## src/hw/cte_consts.svh

```systemverilog
// Register offsets, field widths and reset values of the task and event block
`ifndef CTE_CONSTS_SVH
`define CTE_CONSTS_SVH
`define CTE_ADDR_W 12
`define CTE_OFF_KS_START 12'h000
`define CTE_OFF_CRYPT_START 12'h004
`define CTE_OFF_CRYPT_HALT 12'h008
`define CTE_OFF_RATE_REPLACE 12'h00C
`define CTE_OFF_KS_DONE 12'h100
`define CTE_OFF_CRYPT_DONE 12'h104
`define CTE_OFF_ERROR 12'h108
`define CTE_OFF_SHORTCUT 12'h200
`define CTE_OFF_MODE_RATE 12'h504
`define CTE_OFF_SPEED_SUB 12'h51C
`define CTE_OFF_STATUS 12'h600
`define CTE_RATE_W 2
`define CTE_RATE_RESET 2'h0
`define CTE_EVENT_RESET 1'h0
`endif

```

## src/hw/cte_pkg.sv

```systemverilog
// Types shared by the task and event block
`default_nettype none
package cte_pkg;
  typedef enum logic [2:0] {
    CTE_IDLE = 3'b001,
    CTE_KSGEN = 3'b010,
    CTE_CRYPT = 3'b100
  } cte_state_type;
endpackage
`default_nettype wire

```

## src/hw/cte_task_event.sv

```systemverilog
// Task and event register bank of the CCM engine
`include "cte_consts.svh"
`default_nettype none
module cte_task_event
  import cte_pkg::*;
(
  input wire logic core_clk,
  input wire logic nrst,
  input wire logic [11:0] reg_addr,
  input wire logic [31:0] reg_wdata,
  input wire logic reg_wr,
  input wire logic reg_rd,
  output logic [31:0] reg_rdata,
  input wire logic ks_finished,
  input wire logic crypt_finished,
  input wire logic collision_error,
  output logic ks_run,
  output logic crypt_run,
  output logic dma_enable,
  output logic [1:0] link_speed_field
);

  // ----------------------------------------------------------------
  // Register decode
  // ----------------------------------------------------------------
  // Tasks act on bit 0 only; a zero write is a no-op
  wire logic wr_one = reg_wr && reg_wdata[0];
  wire logic ks_go = wr_one && (reg_addr == `CTE_OFF_KS_START);
  wire logic crypt_go_sw = wr_one && (reg_addr == `CTE_OFF_CRYPT_START);
  wire logic halt_go = wr_one && (reg_addr == `CTE_OFF_CRYPT_HALT);
  wire logic rate_go = wr_one && (reg_addr == `CTE_OFF_RATE_REPLACE);
  wire logic wr_ksd = reg_wr && (reg_addr == `CTE_OFF_KS_DONE);
  wire logic wr_crd = reg_wr && (reg_addr == `CTE_OFF_CRYPT_DONE);
  wire logic wr_err = reg_wr && (reg_addr == `CTE_OFF_ERROR);
  wire logic wr_short = reg_wr && (reg_addr == `CTE_OFF_SHORTCUT);
  wire logic wr_mode = reg_wr && (reg_addr == `CTE_OFF_MODE_RATE);
  wire logic wr_sub = reg_wr && (reg_addr == `CTE_OFF_SPEED_SUB);

  cte_state_type state_q, state_d;
  logic ksd_q, crd_q, err_q, short_q;
  logic [1:0] mode_rate_q, sub_q;

  // ----------------------------------------------------------------
  // Operation sequencing
  // ----------------------------------------------------------------
  wire logic ks_end = (state_q == CTE_KSGEN) && ks_finished;
  wire logic crypt_end = (state_q == CTE_CRYPT) && crypt_finished;
  wire logic short_go = ks_end && short_q;
  wire logic crypt_go = crypt_go_sw || short_go;

  always_comb
  begin
    state_d = state_q;
    case (state_q)
      CTE_IDLE:
      begin
        if (ks_go)
          state_d = CTE_KSGEN;
        else if (crypt_go)
          state_d = CTE_CRYPT;
      end
      CTE_KSGEN:
      begin
        if (short_go)
          state_d = CTE_CRYPT;
        else if (ks_end)
          state_d = CTE_IDLE;
      end
      CTE_CRYPT:
      begin
        if (halt_go || crypt_end)
          state_d = CTE_IDLE;
      end
      default: state_d = CTE_IDLE;
    endcase
  end

  // Outputs flop the next state so they line up with state_q
  wire cte_state_type next_state = state_d;

  always_ff @(posedge core_clk)
  begin
    if (!nrst)
      state_q <= CTE_IDLE;
    else
      state_q <= state_d;
  end

  // ----------------------------------------------------------------
  // Events and settings; hardware set wins over software clear
  // ----------------------------------------------------------------
  wire logic ksd_d = ks_end ? 1'h1 : (wr_ksd ? reg_wdata[0] : ksd_q);
  wire logic crd_d = crypt_end ? 1'h1 : (wr_crd ? reg_wdata[0] : crd_q);
  wire logic err_d = collision_error ? 1'h1 : (wr_err ? reg_wdata[0] : err_q);
  wire logic [1:0] rate_d = rate_go ? sub_q : (wr_mode ? reg_wdata[1:0] : mode_rate_q);

  always_ff @(posedge core_clk)
  begin
    if (!nrst)
    begin
      ksd_q <= `CTE_EVENT_RESET;
      crd_q <= `CTE_EVENT_RESET;
      err_q <= `CTE_EVENT_RESET;
      short_q <= 1'h0;
      mode_rate_q <= `CTE_RATE_RESET;
      sub_q <= `CTE_RATE_RESET;
    end
    else
    begin
      ksd_q <= ksd_d;
      crd_q <= crd_d;
      err_q <= err_d;
      if (wr_short)
        short_q <= reg_wdata[0];
      if (wr_sub)
        sub_q <= reg_wdata[1:0];
      mode_rate_q <= rate_d;
    end
  end

  // ----------------------------------------------------------------
  // Outputs, all registered
  // ----------------------------------------------------------------
  wire logic [31:0] rd_mux =
    (reg_addr == `CTE_OFF_KS_DONE) ? {31'h0, ksd_q} :
    (reg_addr == `CTE_OFF_CRYPT_DONE) ? {31'h0, crd_q} :
    (reg_addr == `CTE_OFF_ERROR) ? {31'h0, err_q} :
    (reg_addr == `CTE_OFF_SHORTCUT) ? {31'h0, short_q} :
    (reg_addr == `CTE_OFF_MODE_RATE) ? {30'h0, mode_rate_q} :
    (reg_addr == `CTE_OFF_SPEED_SUB) ? {30'h0, sub_q} :
    (reg_addr == `CTE_OFF_STATUS) ? {29'h0, state_q} : 32'h0;

  always_ff @(posedge core_clk)
  begin
    if (!nrst)
    begin
      reg_rdata <= 32'h0;
      ks_run <= 1'h0;
      crypt_run <= 1'h0;
      dma_enable <= 1'h0;
      link_speed_field <= `CTE_RATE_RESET;
    end
    else
    begin
      reg_rdata <= reg_rd ? rd_mux : 32'h0;
      ks_run <= (next_state == CTE_KSGEN);
      crypt_run <= (next_state == CTE_CRYPT);
      dma_enable <= (next_state != CTE_IDLE);
      link_speed_field <= rate_d;
    end
  end

  // ----------------------------------------------------------------
  // Checks
  // ----------------------------------------------------------------
  ks_done_set_a: assert property (@(posedge core_clk) disable iff (!nrst)
    ks_end |=> ksd_q) else $error("keystream done not set");
  crypt_done_set_a: assert property (@(posedge core_clk) disable iff (!nrst)
    crypt_end |=> crd_q) else $error("crypt done not set");
  ks_start_a: assert property (@(posedge core_clk) disable iff (!nrst)
    (state_q == CTE_IDLE && ks_go) |=> ks_run && !crypt_run) else $error("keystream not started");
  crypt_start_a: assert property (@(posedge core_clk) disable iff (!nrst)
    (state_q == CTE_IDLE && crypt_go_sw && !ks_go) |=> crypt_run) else $error("crypt not started");
  zero_write_a: assert property (@(posedge core_clk) disable iff (!nrst)
    (state_q == CTE_IDLE && reg_wr && !reg_wdata[0]) |=> state_q == CTE_IDLE)
    else $error("zero write started work");
  halt_crypt_a: assert property (@(posedge core_clk) disable iff (!nrst)
    (state_q == CTE_CRYPT && halt_go) |=> !crypt_run ##1 (!crypt_run || $past(crypt_go_sw)))
    else $error("halt ignored");
  rate_copy_a: assert property (@(posedge core_clk) disable iff (!nrst)
    rate_go |=> link_speed_field == $past(sub_q)) else $error("rate not replaced");
  shortcut_go_a: assert property (@(posedge core_clk) disable iff (!nrst)
    short_go |=> crypt_run && ksd_q) else $error("shortcut did not start crypt");
  dma_stop_a: assert property (@(posedge core_clk) disable iff (!nrst)
    (crypt_end || (ks_end && !short_q)) |=> !dma_enable) else $error("memory access not stopped");
  error_set_a: assert property (@(posedge core_clk) disable iff (!nrst)
    collision_error |=> err_q) else $error("error event not set");

  // Ends without a stop command; only one operation at a time
  ks_self_end_a: assert property (@(posedge core_clk) disable iff (!nrst)
    (ks_end && !short_q) |=> !ks_run && !crypt_run) else $error("keystream did not end");
  crypt_self_end_a: assert property (@(posedge core_clk) disable iff (!nrst)
    crypt_end |=> !crypt_run) else $error("crypt did not end");
  busy_ignore_a: assert property (@(posedge core_clk) disable iff (!nrst)
    (state_q == CTE_KSGEN && crypt_go_sw && !ks_finished) |=> ks_run && !crypt_run)
    else $error("crypt start taken while busy");
  single_run_a: assert property (@(posedge core_clk) disable iff (!nrst)
    !(ks_run && crypt_run)) else $error("two operations at once");
  dma_track_a: assert property (@(posedge core_clk) disable iff (!nrst)
    dma_enable == (ks_run || crypt_run)) else $error("memory access without operation");

  // Speed field moves only on a mode write or the replace task
  rate_hold_a: assert property (@(posedge core_clk) disable iff (!nrst)
    (!rate_go && !wr_mode) |=> $stable(link_speed_field)) else $error("speed field drifted");

  // Hardware never clears an event; software must
  ks_done_keep_a: assert property (@(posedge core_clk) disable iff (!nrst)
    (ksd_q && !wr_ksd) |=> ksd_q) else $error("keystream done lost");
  crypt_done_keep_a: assert property (@(posedge core_clk) disable iff (!nrst)
    (crd_q && !wr_crd) |=> crd_q) else $error("crypt done lost");
  error_keep_a: assert property (@(posedge core_clk) disable iff (!nrst)
    (err_q && !wr_err) |=> err_q) else $error("error event lost");

  // Read data stands one cycle only and carries the event bit
  rdata_idle_a: assert property (@(posedge core_clk) disable iff (!nrst)
    !reg_rd |=> reg_rdata == 32'h0) else $error("read data outside read cycle");
  event_read_a: assert property (@(posedge core_clk) disable iff (!nrst)
    (reg_rd && reg_addr == `CTE_OFF_CRYPT_DONE) |=> reg_rdata == {31'h0, $past(crd_q)})
    else $error("crypt done read wrong");

endmodule
`default_nettype wire

```

## config.mk

```make
export PLATFORM = sky130hd
export DESIGN_NAME = cte_task_event
export DESIGN_NICKNAME = d
export VERILOG_FILES = /design/src/hw/cte_pkg.sv /design/src/hw/cte_task_event.sv
export VERILOG_INCLUDE_DIRS = /design/src /design/src/hw
export SDC_FILE = /design/constraint.sdc
export NUM_CORES = 1
export LEC_CHECK = 0
export ABC_CLOCK_PERIOD_IN_PS = 3200
export BUFFER_PORTS_ARGS = -buffer_cell sky130_fd_sc_hd__buf_4
export CAP_MARGIN = 5
export CELL_PAD_IN_SITES_DETAIL_PLACEMENT = 1
export CELL_PAD_IN_SITES_GLOBAL_PLACEMENT = 2
export CORE_UTILIZATION = 20
export CTS_BUF_LIST = sky130_fd_sc_hd__clkbuf_4
export CTS_CLUSTER_SIZE = 28
export DETAILED_ROUTE_END_ITERATION = 10
export GPL_ROUTABILITY_DRIVEN = 0
export PLACE_DENSITY = 0.79
export SYNTH_ARGS = -nofsm -noshare
export SYNTH_HDL_FRONTEND = slang
export SYNTH_SLANG_ARGS = --single-unit
```

## constraint.sdc

```tcl
create_clock -name core_clk -period 3.2 [get_ports core_clk]
set_clock_uncertainty 0.2 [all_clocks]
set_input_delay 0.96 -clock core_clk [delete_from_list [all_inputs] [get_ports core_clk]]
set_output_delay 0.96 -clock core_clk [all_outputs]
set_load 0.05 [all_outputs]
```

==> flow_summary.toml <==
[layout]
mostFrequentLayoutCell = "buf_4"
num_antenna_cells = 0
fin_area_um2 = 1400
area_delta_synth_final_pct = 20.3
layout.nets = 229
final_cells = 249
layout_common_cells = "buf_4 (32), conb_1 (29), dfxtp_1 (17)"
drive_gt1_frac = 0.249

[synth]
ys.flop_type = "dfxtp_1"
ys_ff_latch = 17
synth.distinct_cells = 37
syn_area_per_cell_um2 = 8.03
ys_async_sr_fraction = 0
yosysSeqAreaShare = 0.292
synth_area_um2 = 1160
synth_cells = 145
yosysWarnings = 0
synth_edf_count = 0

[clock_tree]
cts_sinks = 17
cts_repair_resize_count = 0
cts.path.max_buffers = 2
cts_tree = "built"
cts-htree-levels = 1
clk_latency_ns = 0.29
cts_root_buf = "clkbuf_4"
cts_buffers = 3
postCtsSetupBuffers = 0
hold_buffers = 0
clk_pin_slew_ns = 0.10

[die]
io_pins = 88
die_w_um = 78.3
die-height_um = 78.3
start_util = 0.209
core_um2 = 5570
die-area_um2 = 6130
row_count = 27

[drt]
vias_per_cell = 4.33
totalWireLength_um = 3020
drtIter0Drc = 49
vias = 1078
drtPass1Iterations = 4
wire_per_inst_um = 12.1
drc = 0
drtAntennaViolNets = 0

[global_route]
grt_usage = 0.0992
gr-total-overflow = 0
grt_max_degree = 12
grt_pass1_wl_um = 4750
grt_pass1_vias = 1027
antenna_found_initial = 0

[sta]
rsz0062_at_grt = "false"
clock.fmax_mhz = 368
hold_violations = 0
setup_tns_ns = 0
relSlewSlack = 0.565
holdWs_ns = 0.268
tightest_slew_ns = 0.644
setup_violations = 0
period_minus_slack_ns = 2.72
layout_setup_ws_ns = 0.482
slew_viol_final = 0
finalCritPeriodShare = 0.849

[placed_design]
portBuffers = 28
dp_cells = 245
place_ws_ns = 0.177
dpl.hpwl_um = 2450
dpl_cell_area_um2 = 1370

[flow_run]
cap_violations = 0

[setup_path]
crit_path_start_kind = "input port"
required_ns = 3.21
endpoint_kind = "flop"
critPathKind = "in -> reg"
arrival_ns = 2.73
critical_path.max_fanout = 5

[min_path]
hold_class = "reg -> reg"

[pwr]
ir_drop_uv = 94.6
leakage_nw = 0.591
p_per_area_nw_per_um2 = 334

[run_status]
status = "complete, no violations"
-- state kept, by name (all words and copies together), names as in the netlist, 2 cells and up --
register          cells
reg_rdata             3
state_q               3
link_speed_field      2
sub_q                 2
-- synth_stat cells (2+ instances only) --
cell type  instances  area, um^2
nor3_1             3        15.0
nor3b_1            4        30.0
nand2b_1           3        18.8
dfxtp_1           17         340
o22ai_1            2        12.5
clkbuf_1           3        11.3
nor2_1             7        26.3
and3_1             4        25.0
a21oi_1           12        60.1
buf_4             29         218
nand2_1           13        48.8
nand3_1            9        45.0
a41oi_1            2        17.5
nor2b_1            4        25.0
or4_4              2        22.5
mux2i_1            3        30.0
o21ai_0            5        25.0
inv_1              3        11.3
nor4_1             2        12.5
-- layer usage --
metal	vias to the layer above	share of wire	wire length, um	track usage
li1	530	-	-	-
met1	511	0.43	1310	0.117
met2	35	0.48	1450	0.173
met3	2	0.078	237	0.0233
met4	0	0.0099	30	0.0389
met5	-	0	0	0
-- where the power goes --
| part | internal, mW | switching [mW] | total (mW) | leakage, nW |
|---|---|---|---|---|
| Combinational | 0.0254 | 0.101 | 0.126 | 0.435 |
| Sequential | 0.212 | 0.000501 | 0.213 | 0.137 |
| Clock | 0.0569 | 0.0716 | 0.129 | 0.0184 |
-- cell families after synthesis --
group / Yosys count / share of synthesized area
simple gates: 59 / 0.302
buf+inv: 35 / 0.206
compound gates: 30 / 0.171
flops: 17 / 0.292
mux: 3 / 0.0258
other cells: 1 / 0.00322
-- per-stage QoR --
stage / total power, mW / util
after floorplan: 0.340 / -
after global placement: 0.343 / 0.246
after detailed placement: 0.343 / 0.246
after CTS: 0.473 / 0.251
after global routing: 0.490 / 0.251
final: 0.468 / 0.251
-- final timing paths --
kind                            depth (start not counted)                       to  slack [ns]                 start
worst min register to register                          2       ksd_q$_SDFFE_PN0P_        0.27    ksd_q$_SDFFE_PN0P_
worst min-delay path                                    2       ksd_q$_SDFFE_PN0P_        0.27    ksd_q$_SDFFE_PN0P_
worst max-delay path                                    6        ks_run$_SDFF_PN0_        0.48           reg_addr[5]
worst max register to register                          5  reg_rdata[0]$_SDFF_PN0_        1.47  short_q$_SDFFE_PN0P_
-- layout make-up --
class / instances / area [um^2]
clock buffers: 4 / 30.0
inverters: 3 / 11.3
fillers: 687 / 4170
repair buffers: 32 / 240
multi-input cells: 121 / 689
well taps: 72 / 90.1
flip-flops and latches: 17 / 340
-- critical path, cell delays in order --
cell      delay (ns)
buf_4           0.11
or4_4           0.58
nor4_4          0.40
nand2b_2        0.10
a221oi_2        0.35
nor3b_1         0.23
Note: power is estimated with default switching activity, not from simulation.
